$ cat config.mk
export PLATFORM = sky130hd
export DESIGN_NAME = ocp_ctrl
export DESIGN_NICKNAME = d
export VERILOG_FILES = /design/src/inc/ocp_pkg.sv /design/src/ocp_blank_timer.sv /design/src/ocp_ctrl.sv
export SDC_FILE = /design/constraint.sdc
export NUM_CORES = 1
export LEC_CHECK = 0
export CORE_MARGIN = 4
export CORE_UTILIZATION = 27
export CTS_BUF_LIST = sky130_fd_sc_hd__clkbuf_2 sky130_fd_sc_hd__clkbuf_4 sky130_fd_sc_hd__clkbuf_8
export DETAILED_ROUTE_END_ITERATION = 10
export DONT_BUFFER_PORTS = 1
export SLEW_MARGIN = 40
export SYNTH_ARGS = -nofsm -noshare
export SYNTH_HDL_FRONTEND = slang
export SYNTH_SLANG_ARGS = --single-unit
$ cat constraint.sdc
create_clock -name clk_i -period 4.82 [get_ports clk_i]
set_clock_uncertainty 0.15 [all_clocks]
set_input_delay 0.241 -clock clk_i [delete_from_list [all_inputs] [get_ports clk_i]]
set_output_delay 0.241 -clock clk_i [all_outputs]
set_load 0.02 [all_outputs]
$ cat src/inc/ocp_pkg.sv
// constants for the overcurrent fault and hiccup controller
package ocp_pkg;

  // ==========================================
  // clock and timing
  localparam int unsigned CLK_FREQ_HZ    = 25000000;
  localparam int unsigned BLANK_TIME_NS  = 125;
  // longest time: round down, at least one cycle
  localparam int unsigned BLANK_CYC_RAW  = (BLANK_TIME_NS * (CLK_FREQ_HZ / 1000000)) / 1000;
  localparam int unsigned BLANK_CYCLES   = (BLANK_CYC_RAW < 1) ? 1 : BLANK_CYC_RAW;

  // ==========================================
  // fault counter
  localparam int unsigned FAULT_CNT_W    = 3;
  localparam logic [2:0]  FAULT_LIMIT    = 3'h7;
  localparam logic [2:0]  FAULT_CNT_RST  = 3'h0;

  // ==========================================
  // register map (byte addresses)
  localparam logic [3:0]  ADDR_CTRL      = 4'h0;
  localparam logic [3:0]  ADDR_STATUS    = 4'h4;
  localparam logic [3:0]  ADDR_IRQ_STAT  = 4'h8;
  localparam logic [3:0]  ADDR_IRQ_MASK  = 4'hc;

  // ctrl fields
  localparam int unsigned CTRL_EN_BIT    = 0;
  localparam logic [31:0] CTRL_RST_VAL   = 32'h0000_0000;

  // status fields
  localparam int unsigned ST_CNT_LSB     = 0;
  localparam int unsigned ST_FAULT_BIT   = 3;
  localparam int unsigned ST_BLANK_BIT   = 4;
  localparam int unsigned ST_REGMODE_BIT = 5;
  localparam int unsigned ST_FIRST_BIT   = 6;

  // interrupt event bits
  localparam int unsigned IRQ_W          = 3;
  localparam int unsigned IRQ_OC_BIT     = 0;
  localparam int unsigned IRQ_FAULT_BIT  = 1;
  localparam int unsigned IRQ_RESTART_BIT = 2;
  localparam logic [2:0]  IRQ_MASK_RST   = 3'h0;

  typedef enum logic [1:0] {
    OCP_RUN,
    OCP_HICCUP
  } ocp_mode_e;

endpackage

$ cat src/ocp_blank_timer.sv
// blanking window timer for the current-limit threshold node
`timescale 1ns/1ps
module ocp_blank_timer
  import ocp_pkg::*;
#(
  parameter int unsigned CYCLES = BLANK_CYCLES
) (
  // clock and reset
  input  wire logic clk_i,
  input  wire logic rst_i,
  // control
  input  wire logic start_i,
  input  wire logic sw_high_i,
  // status
  output logic      blank_o
);

  localparam int unsigned CW = $clog2(CYCLES + 1);
  localparam logic [CW-1:0] CLAST = CW'(CYCLES - 1);

  logic [CW-1:0] cnt_reg;

  // ==========================================
  // window opens on start, closes on switch node high or timeout
  always_ff @(posedge clk_i) begin
    if (rst_i) begin
      blank_o <= 1'b0;
      cnt_reg <= '0;
    end else if (start_i) begin
      blank_o <= 1'b1;
      cnt_reg <= '0;
    end else if (blank_o) begin
      if (sw_high_i) begin
        blank_o <= 1'b0;
      end else if (cnt_reg == CLAST) begin
        blank_o <= 1'b0;
      end else begin
        cnt_reg <= cnt_reg + CW'(1);
      end
    end
  end

  // ==========================================
  // checks
  property p_blank_timeout;
    @(posedge clk_i) disable iff (rst_i)
      $rose(blank_o) && !start_i |-> ##[1:CYCLES] !blank_o || start_i;
  endproperty
  a_blank_timeout: assert property (p_blank_timeout) else $error("blank window too long");

  property p_blank_swhigh;
    @(posedge clk_i) disable iff (rst_i)
      blank_o && sw_high_i && !start_i |=> !blank_o;
  endproperty
  a_blank_swhigh: assert property (p_blank_swhigh) else $error("blank not ended by sw");

endmodule

$ cat src/ocp_ctrl.sv
// overcurrent fault and hiccup controller with wishbone registers
`timescale 1ns/1ps
module ocp_ctrl
  import ocp_pkg::*;
#(
  parameter int unsigned BLANK_CYC = BLANK_CYCLES
) (
  // clock and reset
  input  wire logic        clk_i,
  input  wire logic        rst_i,
  // wishbone slave
  input  wire logic        cyc_i,
  input  wire logic        stb_i,
  input  wire logic        we_i,
  input  wire logic [3:0]  adr_i,
  input  wire logic [3:0]  sel_i,
  input  wire logic [31:0] dat_i,
  output logic [31:0]      dat_o,
  output logic             ack_o,
  // analog and oscillator inputs (asynchronous)
  input  wire logic        cycle_start_i,
  input  wire logic        pwm_i,
  input  wire logic        oc_trip_i,
  input  wire logic        switch_node_high_i,
  input  wire logic        ss_cycle_done_i,
  input  wire logic        vdd_below_8v5_i,
  input  wire logic        vdd_above_10v_i,
  input  wire logic        pg_ok_i,
  // outputs
  output logic             high_side_gate_drive_o,
  output logic             low_side_gate_drive_o,
  output logic             current_limit_threshold_node_pull_o,
  output logic             driver_bias_rail_ldo_o,
  output logic             power_good_output_o,
  output logic             irq_o
);

  // ==========================================
  // input synchronisers
  localparam int unsigned NSYNC = 8;
  logic [NSYNC-1:0] raw_in;
  logic [NSYNC-1:0] sync1_reg;
  logic [NSYNC-1:0] sync2_reg;
  logic [NSYNC-1:0] sync3_reg;

  assign raw_in = {pg_ok_i, vdd_above_10v_i, vdd_below_8v5_i, ss_cycle_done_i,
                   switch_node_high_i, oc_trip_i, pwm_i, cycle_start_i};

  always_ff @(posedge clk_i) begin
    if (rst_i) begin
      sync1_reg <= '0;
      sync2_reg <= '0;
      sync3_reg <= '0;
    end else begin
      sync1_reg <= raw_in;
      sync2_reg <= sync1_reg;
      sync3_reg <= sync2_reg;
    end
  end

  logic cyc_edge;
  logic ss_edge;
  logic pwm_s;
  logic oc_s;
  logic swh_s;
  logic lo8_s;
  logic hi10_s;
  logic pgok_s;

  assign cyc_edge = sync2_reg[0] & ~sync3_reg[0];
  assign pwm_s    = sync2_reg[1];
  assign oc_s     = sync2_reg[2];
  assign swh_s    = sync2_reg[3];
  assign ss_edge  = sync2_reg[4] & ~sync3_reg[4];
  assign lo8_s    = sync2_reg[5];
  assign hi10_s   = sync2_reg[6];
  assign pgok_s   = sync2_reg[7];

  // ==========================================
  // control state
  ocp_mode_e        mode_reg;
  logic [2:0]       fcnt_reg;
  logic             en_reg;
  logic             hs_on_reg;
  logic             term_reg;
  logic             oc_seen_reg;
  logic             first_reg;
  logic             blank;
  logic             blank_start;
  logic             oc_valid;
  logic             run;

  assign run = (mode_reg == OCP_RUN) && en_reg;
  // open the blanking window on the cycle edge, one clock before turn-on
  assign blank_start = run && cyc_edge;
  assign oc_valid = oc_s && hs_on_reg && !blank && run;

  ocp_blank_timer #(
    .CYCLES (BLANK_CYC)
  ) u_blank (
    .clk_i     (clk_i),
    .rst_i     (rst_i),
    .start_i   (blank_start),
    .sw_high_i (swh_s),
    .blank_o   (blank)
  );

  // ==========================================
  // high-side pulse: on after the window opens, ends on pwm low or trip
  always_ff @(posedge clk_i) begin
    if (rst_i) begin
      hs_on_reg <= 1'b0;
      term_reg  <= 1'b0;
    end else if (!run) begin
      hs_on_reg <= 1'b0;
      term_reg  <= 1'b0;
    end else if (cyc_edge) begin
      hs_on_reg <= 1'b0;
      term_reg  <= 1'b0;
    end else if (oc_valid) begin
      hs_on_reg <= 1'b0;
      term_reg  <= 1'b1;
    end else if (!term_reg && pwm_s && blank) begin
      hs_on_reg <= 1'b1;
    end else if (!pwm_s) begin
      hs_on_reg <= 1'b0;
    end
  end

  // ==========================================
  // gate drive outputs
  always_ff @(posedge clk_i) begin
    if (rst_i) begin
      high_side_gate_drive_o <= 1'b0;
      low_side_gate_drive_o  <= 1'b0;
      first_reg              <= 1'b0;
    end else if (!run || fault_ev) begin
      // drives drop on the edge that declares the fault, not one clock later
      high_side_gate_drive_o <= 1'b0;
      low_side_gate_drive_o  <= 1'b0;
      first_reg              <= 1'b0;
    end else begin
      high_side_gate_drive_o <= hs_on_reg && !oc_valid;
      if (hs_on_reg) begin
        first_reg <= 1'b1;
      end
      low_side_gate_drive_o <= first_reg && !hs_on_reg && !blank;
    end
  end

  // ==========================================
  // per-cycle overcurrent memory
  always_ff @(posedge clk_i) begin
    if (rst_i) begin
      oc_seen_reg <= 1'b0;
    end else if (!run || cyc_edge) begin
      oc_seen_reg <= 1'b0;
    end else if (oc_valid) begin
      oc_seen_reg <= 1'b1;
    end
  end

  // ==========================================
  // fault counter and hiccup mode
  logic fault_ev;
  logic restart_ev;
  assign fault_ev   = run && cyc_edge && (oc_seen_reg || oc_valid) &&
                      (fcnt_reg == FAULT_LIMIT - 3'h1);
  assign restart_ev = (mode_reg == OCP_HICCUP) && ss_edge && (fcnt_reg == 3'h1);

  always_ff @(posedge clk_i) begin
    if (rst_i) begin
      mode_reg <= OCP_RUN;
      fcnt_reg <= FAULT_CNT_RST;
    end else begin
      case (mode_reg)
        OCP_RUN: begin
          if (run && cyc_edge) begin
            if (oc_seen_reg || oc_valid) begin
              fcnt_reg <= fcnt_reg + 3'h1;
              if (fault_ev) begin
                mode_reg <= OCP_HICCUP;
              end
            end else if (fcnt_reg != 3'h0) begin
              fcnt_reg <= fcnt_reg - 3'h1;
            end
          end
        end
        OCP_HICCUP: begin
          if (ss_edge) begin
            fcnt_reg <= fcnt_reg - 3'h1;
            if (restart_ev) begin
              mode_reg <= OCP_RUN;
            end
          end
        end
        default: begin
          mode_reg <= OCP_RUN;
        end
      endcase
    end
  end

  // ==========================================
  // regulator mode, threshold pull and power good
  always_ff @(posedge clk_i) begin
    if (rst_i) begin
      driver_bias_rail_ldo_o <= 1'b1;
    end else if (lo8_s) begin
      driver_bias_rail_ldo_o <= 1'b1;
    end else if (hi10_s) begin
      driver_bias_rail_ldo_o <= 1'b0;
    end
  end

  always_ff @(posedge clk_i) begin
    if (rst_i) begin
      current_limit_threshold_node_pull_o <= 1'b0;
      power_good_output_o                 <= 1'b0;
    end else begin
      current_limit_threshold_node_pull_o <= blank_start || (blank && !swh_s);
      power_good_output_o <= pgok_s && run && !oc_valid && !oc_seen_reg;
    end
  end

  // ==========================================
  // interrupts and wishbone registers
  logic [IRQ_W-1:0] ist_reg;
  logic [IRQ_W-1:0] imask_reg;
  logic [IRQ_W-1:0] ev;
  logic             acc;
  logic             rd_ist;

  assign ev     = {restart_ev, fault_ev, oc_valid};
  assign acc    = cyc_i && stb_i && !ack_o;
  assign rd_ist = acc && !we_i && (adr_i == ADDR_IRQ_STAT);

  always_ff @(posedge clk_i) begin
    if (rst_i) begin
      ack_o     <= 1'b0;
      dat_o     <= 32'h0000_0000;
      en_reg    <= CTRL_RST_VAL[CTRL_EN_BIT];
      imask_reg <= IRQ_MASK_RST;
    end else begin
      ack_o <= acc;
      if (acc && we_i && sel_i[0]) begin
        if (adr_i == ADDR_CTRL) begin
          en_reg <= dat_i[CTRL_EN_BIT];
        end
        if (adr_i == ADDR_IRQ_MASK) begin
          imask_reg <= dat_i[IRQ_W-1:0];
        end
      end
      dat_o <= 32'h0000_0000;
      if (acc && !we_i) begin
        case (adr_i)
          ADDR_CTRL:     dat_o[CTRL_EN_BIT] <= en_reg;
          ADDR_STATUS: begin
            dat_o[ST_CNT_LSB +: FAULT_CNT_W] <= fcnt_reg;
            dat_o[ST_FAULT_BIT]   <= (mode_reg == OCP_HICCUP);
            dat_o[ST_BLANK_BIT]   <= blank;
            dat_o[ST_REGMODE_BIT] <= driver_bias_rail_ldo_o;
            dat_o[ST_FIRST_BIT]   <= first_reg;
          end
          ADDR_IRQ_STAT: dat_o[IRQ_W-1:0] <= ist_reg;
          ADDR_IRQ_MASK: dat_o[IRQ_W-1:0] <= imask_reg;
          default:       dat_o <= 32'h0000_0000;
        endcase
      end
    end
  end

  // read clears; a new event in that cycle wins
  always_ff @(posedge clk_i) begin
    if (rst_i) begin
      ist_reg <= '0;
      irq_o   <= 1'b0;
    end else begin
      ist_reg <= (rd_ist ? '0 : ist_reg) | ev;
      irq_o   <= |(((rd_ist ? '0 : ist_reg) | ev) & imask_reg);
    end
  end

  // ==========================================
  // checks
  property p_oc_ends_pulse;
    @(posedge clk_i) disable iff (rst_i)
      oc_valid |=> !high_side_gate_drive_o;
  endproperty
  a_oc_ends_pulse: assert property (p_oc_ends_pulse) else $error("pulse not ended");

  property p_stay_off;
    @(posedge clk_i) disable iff (rst_i)
      term_reg && !cyc_edge |=> !hs_on_reg;
  endproperty
  a_stay_off: assert property (p_stay_off) else $error("high side back on");

  property p_no_oc_in_blank;
    @(posedge clk_i) disable iff (rst_i)
      blank && !term_reg && !oc_seen_reg |=> !term_reg && !oc_seen_reg;
  endproperty
  a_no_oc_in_blank: assert property (p_no_oc_in_blank) else $error("oc seen in blank");

  property p_fault_at_seven;
    @(posedge clk_i) disable iff (rst_i)
      fault_ev |=> mode_reg == OCP_HICCUP && fcnt_reg == FAULT_LIMIT;
  endproperty
  a_fault_at_seven: assert property (p_fault_at_seven) else $error("no fault at 7");

  property p_drives_off;
    @(posedge clk_i) disable iff (rst_i)
      mode_reg == OCP_HICCUP && $past(mode_reg) == OCP_HICCUP |->
        !high_side_gate_drive_o && !low_side_gate_drive_o;
  endproperty
  a_drives_off: assert property (p_drives_off) else $error("drive in fault");

  property p_hiccup_dec;
    @(posedge clk_i) disable iff (rst_i)
      mode_reg == OCP_HICCUP && ss_edge |=> fcnt_reg == $past(fcnt_reg) - 3'h1;
  endproperty
  a_hiccup_dec: assert property (p_hiccup_dec) else $error("no hiccup decrement");

  property p_restart;
    @(posedge clk_i) disable iff (rst_i)
      restart_ev |=> mode_reg == OCP_RUN && fcnt_reg == 3'h0;
  endproperty
  a_restart: assert property (p_restart) else $error("no restart at zero");

  property p_sat_zero;
    @(posedge clk_i) disable iff (rst_i)
      mode_reg == OCP_RUN && fcnt_reg == 3'h0 && cyc_edge && !oc_seen_reg && !oc_valid
        |=> fcnt_reg == 3'h0;
  endproperty
  a_sat_zero: assert property (p_sat_zero) else $error("counter wrapped");

  property p_ls_first;
    @(posedge clk_i) disable iff (rst_i)
      !first_reg |=> !low_side_gate_drive_o;
  endproperty
  a_ls_first: assert property (p_ls_first) else $error("low side early");

  property p_pg_oc;
    @(posedge clk_i) disable iff (rst_i)
      oc_valid |=> !power_good_output_o;
  endproperty
  a_pg_oc: assert property (p_pg_oc) else $error("power good during oc");

  property p_reg_mode;
    @(posedge clk_i) disable iff (rst_i)
      lo8_s |=> driver_bias_rail_ldo_o;
  endproperty
  a_reg_mode: assert property (p_reg_mode) else $error("regulator mode wrong");

endmodule

==> run summary, run 1 <==
The area of the multi-input gates is 927 um^2. The worst reg-to-reg path cell count is 5. Counting the buffers created by CTS gives 5. For this run, asynchronously set or reset flops after synthesis account for 0%.

The root cell of the clock tree is clkbuf_8. The placement-stage worst setup slack came out at 2.97 ns. The area share of the largest cell type after synthesis came out at 48.1%. The remaining design rule violation count came out at 0. The congestion estimate from routability-driven global placement came to 0.751. Counting flops with a built-in enable in the synthesized netlist gives 0. The arrival time reported for the critical path endpoint came out at 1.87 ns. In the finished design, the share of the clock period the worst path needs comes to 37.7%. The post-detailed-route count of antenna-violating nets came out at 0.

The worst register-to-register path has a setup slack of 3.00 ns. The power density over the cells is 329 mW/mm^2. The first detailed-routing pass took 4 iterations. The number of slew-limit violations in the final report came out at 0.

The register cell area after layout came out at 0.00100 mm^2. In the detailed route, the total length drawn on met2 is 1850 um. The net total in the final layout came out at 284.

The wire length per cell came out at 11.1 um. The final worst slack came out at 3.00 ns. Buffers placed on the I/O ports in this run total 0. TritonCTS built the clock tree.

At the worst endpoint, the required time is 4.87 ns. In this run the core area contains 31 standard-cell rows. The via count normalized by instance count is 4.06. The number of flip-flops and latches in the synthesized netlist is 50. The worst min-delay path category is primary input to flip-flop. The static power due to leakage is 0.881 nW.

In the synthesized netlist the dominant register cell turns out to be dfxtp_1. The area enclosed by the die boundary came out at 0.00917 mm^2. The post-synth design cell area is 0.00208 mm^2. The proportion of synthesized chip area in sequential cells is 48.1%. The clock edge transition at the registers on the reported setup and hold paths came out at 0.10 ns. The maximum operating frequency came out at 550 MHz. Counting along the longest clock path gives a buffer depth of 2. The number of filler cells placed in the layout came out at 772. Once detailed placement completed, the half-perimeter wirelength came to 2620 um.

The detailed router finished its first iteration with 70 violations. By area the synthesized netlist is led by dfxtp_1 (48%), buf_4 (9.0%), nor2b_1 (6.0%). The maximum level of the CTS H-tree is 2. Setup repair after global routing left no endpoint under its margin. The height of the chip came out at 95.8 um.

The number of antenna repair diodes is 0. The initial antenna violation count came out at 0. The flow ran to the end, and the final reports show no timing, DRC or antenna violations. The number of warnings printed during yosys synthesis is 0.

The instance count along the most critical hold path is 2. Once the clock tree was built, the resizer swapped 0 gates to a different size. The signal on the critical path passes through inv_1 -> ha_1 -> a31o_2 -> a22oi_1 -> mux2_2. The first global-routing pass estimated 5670 um of wire. The overall routed net length came out at 3590 um. Among all stages on the critical path, the largest delay is contributed by dfxtp_1. The worst hold slack after final layout is 0.00968 ns.

The area of the core region is 0.00737 mm^2. The insertion delay of the later-clocked pin in the worst-skew pair is 0.30 ns. Setup violations remaining at the end of the flow were counted as 0. The cell type with the largest total area after synthesis is dfxtp_1. Wire segments on met3 add up to 179 um in the final route. For this run, the slowest stage of the critical path takes 0.43 ns. Global routing used 7.93% of the available tracks. The top-level I/O count came out at 92.

Detailed routing inserted a total of 1319 vias. The highest signal layer in the routed design is met4. The synthesized netlist cell count came out at 212.

The time the worst path needs with I/O delays and setup came out at 1.82 ns. The number of global-route vias before repair is 1189. The category of the most critical setup path is flip-flop to flip-flop. The largest net degree at the start of global routing came out at 36. The count of different cell masters after synthesis came out at 43. The average size of a mapped cell came out at 9.81 um^2. STA classifies the critical path endpoint as a flip-flop.

The final setup TNS came out at 0 ns. The clock sink count is 50. The aggregate global routing overflow came out at 0. The width of the die is 95.8 um. The signed area change from the synthesized netlist to the final layout is 12.4%. The max-cap violation count came out at 0. The initial standard-cell utilization of the core is 28.2%. The wire length on met1 came out at 1540 um. The final hold violation count came out at 0. In this run the worst path has a maximum fanout of 6. STA classifies the critical path startpoint as a flip-flop. The fraction of final layout cells with drive strength greater than 1 is 9.73%. The worst voltage drop across the vdd grid came out at 122 uV.
==> worst max-delay path, delay by kind of cell (launching register included) <==
| family | cells | cell delay [ns] |
|---|---|---|
| buf+inv | 1 | 0.11 |
| fa+ha+maj | 1 | 0.20 |
| compound gates | 2 | 0.46 |
| mux | 1 | 0.35 |
| flops | 1 | 0.43 |
==> power by group <==
part / total, W / switching (W) / leakage (nW) / internal (W)
Clock: 0.000302 / 0.000143 / 0.0591 / 0.000158
Sequential: 0.000423 / 0.00000312 / 0.407 / 0.000420
Combinational: 0.0000439 / 0.0000285 / 0.415 / 0.0000154
Total: 0.000769 / 0.000175 / 0.881 / 0.000594
==> stage by stage <==
stage,power (W),cell area [um^2],utilization [%],std cells
after floorplan,0.000482,2170,-,236
after global placement,0.000463,2080,28.3,304
after detailed placement,0.000463,2080,28.3,304
after CTS,0.000780,2340,31.7,325
after global routing,0.000803,2340,31.7,325
final,0.000769,2340,31.7,325
==> synthesized netlist by cell type (2+ instances only) <==
library cell / instances
mux2_2: 2
clkbuf_1: 4
a21oi_1: 7
ha_1: 6
nand2b_1: 5
o211ai_1: 2
nand3b_1: 3
a31o_2: 2
nor2_1: 24
o31ai_1: 3
o21ai_0: 5
buf_4: 25
inv_1: 8
mux2i_1: 4
or3_4: 2
nor4b_1: 2
and2_1: 4
a22oi_1: 3
or2_2: 2
nor3_1: 3
nand2_1: 6
nor2b_1: 20
dfxtp_1: 50
==> timing repair <==
action | in CTS | in global routing
hold buffers | 13 | 0
setup buffers | 0 | 0
hold endpoints to repair | 36 | 0
==> layout by cell type (no fill, tap or decap), types with 2 or more instances in the layout <==
| master | n |
|---|---|
| a31o_2 | 2 |
| nor4b_1 | 2 |
| a21oi_1 | 7 |
| nor2b_1 | 20 |
| nor2_1 | 24 |
| inv_6 | 2 |
| nor3_1 | 3 |
| inv_1 | 8 |
| nand2_1 | 6 |
| o31ai_1 | 3 |
| clkbuf_8 | 5 |
| a22oi_1 | 3 |
| dlygate4sd3_1 | 12 |
| mux2i_1 | 4 |
| o211ai_1 | 2 |
| nand2b_1 | 5 |
| o21ai_0 | 5 |
| nand3b_1 | 3 |
| mux2_2 | 2 |
| or3_4 | 2 |
| or2_2 | 2 |
| dfxtp_1 | 50 |
| and2_1 | 4 |
| conb_1 | 25 |
| ha_1 | 6 |
==> per-layer routing <==
metal	track usage (%)	up-vias
li1	-	677
met1	9.91	602
met2	13.2	36
met3	2.42	4
met4	2.13	0
met5	0	-
==> layout make-up <==
class / instances / share of cell area, %
Sequential cell: 50 / 42.8
Tap cell: 99 / 5.30
Timing Repair Buffer: 13 / 5.99
Multi-Input combinational cell: 147 / 39.6
Inverter: 8 / 1.28
Clock buffer: 5 / 2.94
Clock inverter: 3 / 2.03
==> worst paths after layout <==
kind,startpoint,endpoint
hold / removal,adr_i[3],dat_o[3]$_SDFF_PP0_
hold reg to reg,sync2_reg[6]$_SDFF_PP0_,driver_bias_rail_ldo_o$_SDFFE_PP1P_
setup / recovery,fcnt_reg[0]$_SDFFE_PP0P_,fcnt_reg[2]$_SDFFE_PP0P_
setup reg to reg,fcnt_reg[0]$_SDFFE_PP0P_,fcnt_reg[2]$_SDFFE_PP0P_
==> cells by family (layout without fill, tap and decap cells) <==
logic type	after synthesis	count (layout)	synth area share (%)
buffers and inverters	39	29	11.7
adder cells (fa/ha/maj)	6	6	3.61
XOR/XNOR	2	2	0.842
AND/OR/NAND/NOR	80	80	22.8
other	1	25	0.180
multiplexers	7	7	4.09
AO/OA/AOI/OAI	27	27	8.66
flip-flops	50	50	48.1
(Power assumes the default switching activity.)
==> run 2: changes to the inputs <==
Settings changed: ABC_AREA set to 1.
Clock period 4.82 ns to 1.6 ns, I/O delays scaled along.
==> run summary, run 2 <==
The initial detailed-routing violation count came out at 48. The portion of total power attributed to combinational logic came out at 7.8%. The via count normalized by instance count came out at 3.89. Wires add up to 4110 um.

The critical path is of the flip-flop to flip-flop type. The internal portion of total power is 0.00167 W. The clock edge transition at the registers on the reported setup and hold paths came out at 0.09 ns. During synthesis, Yosys emitted a total of 0 warnings. Ranked by instance count, the synthesized netlist is headed by dfxtp_1 (50), inv_1 (43), nor2_1 (39), nand2_1 (38), buf_4 (25). CTS built an H-tree with a depth of 2. The critical path endpoint category is a flip-flop.

The proportion of synthesized chip area in sequential cells is 45.1%. The number of global-route vias before repair came out at 1478. The power spent charging and discharging nets is 0.000526 W. The number of optimization iterations in the first detailed-route pass came out at 4. The share of the core filled with cells came out at 32.6%. Setup repair after global routing left no endpoint under its margin. The synthesized netlist cell count came out at 274.

The wire length per cell is 10.2 um. The sequential share of power came out at 58.0%. The die is 98.7 um tall. The die covers 0.00974 mm^2.

The cell sitting at the root of the clock tree is a clkbuf_8. The final clock period utilization by the worst path came out at 92.4%. The net total in the final layout came out at 358. The count of flip-flops with a built-in enable after synthesis came out at 0.

The largest net degree at the start of global routing is 30. The area of the core region is 0.00785 mm^2. In the post-synthesis netlist, the cell with the most instances is dfxtp_1. The post-detailed-route count of antenna-violating nets came out at 0.

The TritonCTS buffer count is 5. For the final routed database, the setup TNS stands at 0 ns. After detailed routing, the number of remaining DRC violations is 0. The worst setup path is launched from a flip-flop. The switching part of the total came out at 23.9%. The repair_antennas step left the layout with diodes totalling 0. The final-report setup violation count came out at 0. The static power due to leakage came out at 1.16 nW. The initial antenna violation count is 0.

The average size of a mapped cell came out at 8.11 um^2. The worst voltage drop across the vdd grid is 381 uV. The peak per-stage delay on the critical path came out at 0.41 ns.

The worst min-delay path category is primary input to flip-flop. The arrival time reported for the critical path endpoint is 1.53 ns. The signed area change from the synthesized netlist to the final layout is 15.3%. The met2 usage came out at 14.1%. The synthesized design contains 50 register bits. The maximum operating frequency is 677 MHz.

The congestion estimate from routability-driven global placement came to 0.822. The number of buffers added on ports came out at 0. The critical path goes through inv_2 -> ha_1 -> inv_1 -> nor2_1 -> nand3_2 -> nand2_2 -> nand2_4 -> nand2_1 -> nand2_1 -> nor2_2. The max-cap violation count came out at 0. Once the floorplan was initialized, standard cells occupied 28.3% of the core.

The power density over the cells came out at 858 mW/mm^2. After legalization and detailed placement, the total HPWL measured 3060 um. The time the worst path needs with I/O delays and setup is 1.48 ns. After floorplanning, the core was divided into 32 placement rows.

TritonCTS built the clock tree. The most instantiated flip-flop cell in the synthesis netlist is dfxtp_1. Summed over all layers, the global routing overflow is 0. For this run, asynchronously set or reset flops after synthesis account for 0%.

The cell type with the largest total area after synthesis is dfxtp_1. The final hold violation count is 0. No sink is reached through more buffers than the 2 on the longest clock path.

For this run, global-route usage on met3 was measured as 3.18%. The sum of buffers and inverters on the critical path is 2. The met1 routing resource usage after global routing is 11.2%. The overall track demand over capacity in global routing came out at 8.77%. The wire length of the first global-routing pass came out at 6960 um.

The proportion of power drawn by the clock network came out at 34.3%. Data on the critical path is required at its endpoint by 1.65 ns. The number of slew-limit violations in the final report came out at 0. The routing layer with the top usage in global route is met2. The library cell used most frequently in the layout, excluding fill and tap cells, is dfxtp_1.

Counting stages on the worst path, the most repeated cell is nand2_1. Once the clock tree was built, the setup fixing pass inserted 0 buffers. In the layout the commonest cells are dfxtp_1 (50), inv_1 (41), nor2_1 (39), nand2_1 (38), conb_1 (25).

The count of different cell masters after synthesis came out at 32. The worst hold slack after final layout came out at 0.0110 ns. The top-level I/O count came out at 92. In this design, the largest share of critical-path delay is due to simple AND/OR/NAND/NOR gates. After synthesis, the largest area contributor takes up 45.1% of total cell area. The post-layout total power is 0.00220 W. The library cell contributing the largest single delay on the critical path is dfxtp_1.

The post-route netlist has 14.3% of its cells at a drive strength greater than 1. The width of the die is 98.7 um. The routed layout has 1563 vias. The largest driver fanout on the critical path came out at 5. The clock sink count came out at 50. By area the synthesized netlist is led by dfxtp_1 (45%), buf_4 (8.5%), inv_1 (7.3%). The mapped netlist covers 0.00222 mm^2. The insertion delay of the later-clocked pin in the worst-skew pair is 0.30 ns.

The run finished with clean final reports.
[run 2: cell count changes after synthesis, moves of 4 or more]
cell | previous run | this run
nor2_1 | 24 | 39
nor2_4 | 0 | 5
inv_1 | 8 | 43
a21oi_1 | 7 | 14
inv_2 | 0 | 5
nand2_1 | 6 | 38
nand3_1 | 1 | 11
nand2b_1 | 5 | 0
and2_1 | 4 | 0
mux2i_1 | 4 | 0
nor2b_1 | 20 | 0
nand2_2 | 0 | 4
[run 2: timing repair]
action                     in CTS  in global routing
hold buffers                   22                  0
setup endpoints to repair       0                  4
resized for setup               0                  3
hold endpoints to repair       44                  0
[run 2: layout make-up]
class                      instances  area (um^2)
tap                              102          128
timing repair buffer              24          248
clock inverter                     2         12.5
sequential                        50         1000
clock buffer                       6         82.6
inverter                          48          180
multi-input combinational        170          910
fill                             863         5290
[run 2: path summary, 6_finish.rpt]
| check | start | end | slack [ns] | cells after the start |
|---|---|---|---|---|
| worst max-delay path | fcnt_reg[0]$_SDFFE_PP0P_ | fcnt_reg[1]$_SDFFE_PP0P_ | 0.12 | 10 |
| worst min register to register | sync1_reg[2]$_SDFF_PP0_ | sync2_reg[2]$_SDFF_PP0_ | 0.26 | 2 |
| worst max register to register | fcnt_reg[0]$_SDFFE_PP0P_ | fcnt_reg[1]$_SDFFE_PP0P_ | 0.12 | 10 |
| worst min-delay path | adr_i[3] | dat_o[0]$_SDFF_PP0_ | 0.01 | 6 |
[run 2: through the flow]
| stage | cells | instance area, um^2 | setup WS, ns |
|---|---|---|---|
| final | 402 | 2560 | 0.122 |
| after global routing | 402 | 2560 | 0.0121 |
| after CTS | 402 | 2560 | 0.0231 |
| after detailed placement | 372 | 2230 | 0.0676 |
| after global placement | 372 | 2230 | 0.109 |
| after floorplan | 298 | 2310 | 0.237 |
[run 2: power by group through the flow]
stage | Combinational (W) | Clock (W) | Sequential, W
2_1_floorplan | 0.000154 | 0 | 0.00130
3_5_place_dp | 0.000108 | 0 | 0.00130
3_3_place_gp | 0.000107 | 0 | 0.00130
5_1_grt | 0.000189 | 0.000838 | 0.00128
4_1_cts | 0.000169 | 0.000790 | 0.00127
6_report | 0.000171 | 0.000754 | 0.00127
[run 2: cell families (layout without fill, tap and decap cells)]
| logic type | Yosys count | in the layout | share of synthesized area, % |
|---|---|---|---|
| AOI/OAI and AO/OA | 24 | 24 | 6.20 |
| xor gates and xnor gates | 2 | 2 | 0.789 |
| adders and majority gates | 6 | 6 | 3.38 |
| buffers and inverters | 78 | 80 | 18.0 |
| DFF | 50 | 50 | 45.1 |
| other | 1 | 25 | 0.169 |
| and+or+nand+nor | 113 | 113 | 26.4 |
[run 2: worst min-delay path, stage by stage]
cell	delay [ns]
nand2_2	0.06
nor2_4	0.04
nand2_1	0.05
nand2_1	0.04
nor2_1	0.09
nor2_1	0.04
[run 2: per-layer routing]
metal / part of all wire (%) / wire length [um]
met2: 47 / 1910
met4: 0.80 / 33
met3: 8.0 / 327
met5: 0 / 0
met1: 45 / 1840
==> run 3: changes to the inputs <==
Settings changed: CORE_UTILIZATION 27 to 59, PLACE_DENSITY set to 0.78.
==> run summary, run 3 (synthesis gave the netlist of run 2 again) <==
For this run, the number of standard cells in the final layout without fillers is 354. Compared with the post-synthesis result, the final layout area differs by 14.5%. The final setup TNS is 0 ns. The CTS tree is built. The initial antenna violation count is 0. CTS saw 50 sinks. The TritonCTS buffer count is 5. The number of buffers added on ports is 0. The placer's final routability congestion estimate is 0.822.

In the routed design, unresolved DRC markers number 0. The power spent charging and discharging nets is 0.000510 W. The overall routed net length came out at 4060 um. The tool flagged a number of max-cap violations equal to 0. The portion of total power attributed to combinational logic came out at 7.8%. The maximum count of clock buffers along a single path is 2. The tightest min-delay check is of the primary input to flip-flop type. The library cell contributing the largest single delay on the critical path is dfxtp_1. The die covers 0.00481 mm^2. The number of global-route vias before repair is 1573. After clock tree synthesis, the clock-pin slew on the worst setup and hold paths is 0.09 ns. The worst-margin pin slew is 0.658 ns. From left edge to right edge, the die measures 69.4 um. The number of antenna repair diodes came out at 0. The post-CTS setup repair buffer count is 0. Subtracting the final worst setup slack from the clock period gives 1.49 ns.

For this configuration, the core starts out at a cell density of 60.7%. At the worst endpoint, the arrival time is 1.54 ns. The most frequent standard cell in the layout excluding fill and tap cells is dfxtp_1. The insertion delay of the later-clocked pin in the worst-skew pair is 0.30 ns. Setup repair after global routing left no endpoint under its margin. The initial detailed-routing violation count is 109. The estimated wirelength of the detail-placed design came out at 2630 um. The static power due to leakage came out at 1.20 nW. The worst voltage drop across the vdd grid came out at 580 uV. The overall track demand over capacity in global routing came out at 17.7%. The peak per-stage delay on the critical path came out at 0.35 ns. Setup violations remaining at the end of the flow were counted as 0.

The sequential share of power came out at 57.7%. The fraction of final layout cells with drive strength greater than 1 is 13.4%. The worst setup path is launched from a flip-flop. The via count normalized by instance count is 4.67.

The top cell types in the final layout, fill and taps aside, are dfxtp_1 (50), inv_1 (42), nor2_1 (39), nand2_1 (38), dlygate4sd3_1 (27). The count of placed standard cells including taps is 318. In this run switching power makes up 23.1% of total power. The power density over the cells came out at 867 mW/mm^2. The final clock period utilization by the worst path came out at 93.4%. Entering global routing, the biggest net connects 16 pins. The run finished with clean final reports. The largest driver fanout on the critical path is 5. In this run the number of H-tree levels came out at 2. The number of slew-limit violations in the final report is 0. The floorplan has 22 rows. The post-detailed-route count of antenna-violating nets came out at 0. After detailed routing, the average wire length per cell comes to 11.5 um.

Per report_power, the clock group accounts for 34.5% of the total. Counting both buffers and inverters, the worst setup path holds a total of 2. The internal portion of total power came out at 0.00170 W.

92 I/O pins were placed. The maximum operating frequency came out at 669 MHz. The signal on the critical path passes through inv_1 -> ha_1 -> inv_1 -> nor2_1 -> nand3_2 -> nand2_2 -> nand2_4 -> nor2_1 -> nor2_2. The worst relative slew slack is 56.1%. The first global-routing pass estimated 6800 um of wire. The gate family responsible for the most delay along the worst path is simple AND/OR/NAND/NOR gates. The number of optimization iterations in the first detailed-route pass came out at 6. The critical path endpoint category is a flip-flop.

The root cell of the clock tree is clkbuf_8. Data on the critical path is required at its endpoint by 1.65 ns. The final hold violation count was 0.

The floorplan step set the die height to 69.4 um. The total vias in the final route came out at 1653. The aggregate global routing overflow is 0. In the final design database the tool counted 364 nets. Cells fill 69.5% of the core in the end. The critical path in this run is classified as flip-flop to flip-flop. The area of the core region is 0.00366 mm^2.
run 3: cell types whose count changed in the layout (fill, tap and decap cells not counted), sizes merged:
cell,before,now
buf,3,2
dlygate4sd3,20,27
clkbuf,6,7
clkinvlp,1,0
run 3: through the flow:
stage	area (um^2)	setup WS [ns]	hold slack (ns)	total power, W
floorplan	2310	0.237	0.0370	0.00146
global placement	2170	0.127	-0.00158	0.00141
detailed placement	2170	0.108	-0.000233	0.00141
CTS	2540	0.0135	0.229	0.00222
global route	2540	0.0176	0.226	0.00229
finish	2540	0.105	0.237	0.00221
run 3: area by class of cell:
class,instances,area (um^2)
Fill cell,290,1120
Clock inverter,1,5.00
Multi-Input combinational cell,170,910
Timing Repair Buffer,30,298
Sequential cell,50,1000
Inverter,48,180
Tap cell,48,60.1
Clock buffer,7,90.1
run 3: layer usage:
layer | up-vias | track usage [%] | routed length (um)
li1 | 838 | - | -
met1 | 750 | 19.1 | 1650
met2 | 57 | 31.3 | 2080
met3 | 8 | 5.22 | 225
met4 | 0 | 8.89 | 104
met5 | - | 0 | 0
run 3: worst paths after layout:
check / start / to / slack (ns) / depth (start not counted)
worst max-delay path: fcnt_reg[1]$_SDFFE_PP0P_ / fcnt_reg[1]$_SDFFE_PP0P_ / 0.11 / 9
worst min-delay path: rst_i / sync2_reg[1]$_SDFF_PP0_ / 0.24 / 2
worst max register to register: fcnt_reg[1]$_SDFFE_PP0P_ / fcnt_reg[1]$_SDFFE_PP0P_ / 0.11 / 9
worst min register to register: sync2_reg[6]$_SDFF_PP0_ / driver_bias_rail_ldo_o$_SDFFE_PP1P_ / 0.27 / 1
run 3: power by group through the flow:
stage               registers [W]  clock network (W)  logic (W)
CTS                       0.00127           0.000776   0.000167
global route              0.00128           0.000826   0.000188
detailed placement        0.00130                  0   0.000107
finish                    0.00127           0.000761   0.000171
floorplan                 0.00130                  0   0.000154
global placement          0.00130                  0   0.000105
run 3: what timing repair did:
item,CTS,global route
setup endpoints to repair,0,10
hold buffers,28,0
gates resized for setup,0,2
hold endpoints to repair,44,0
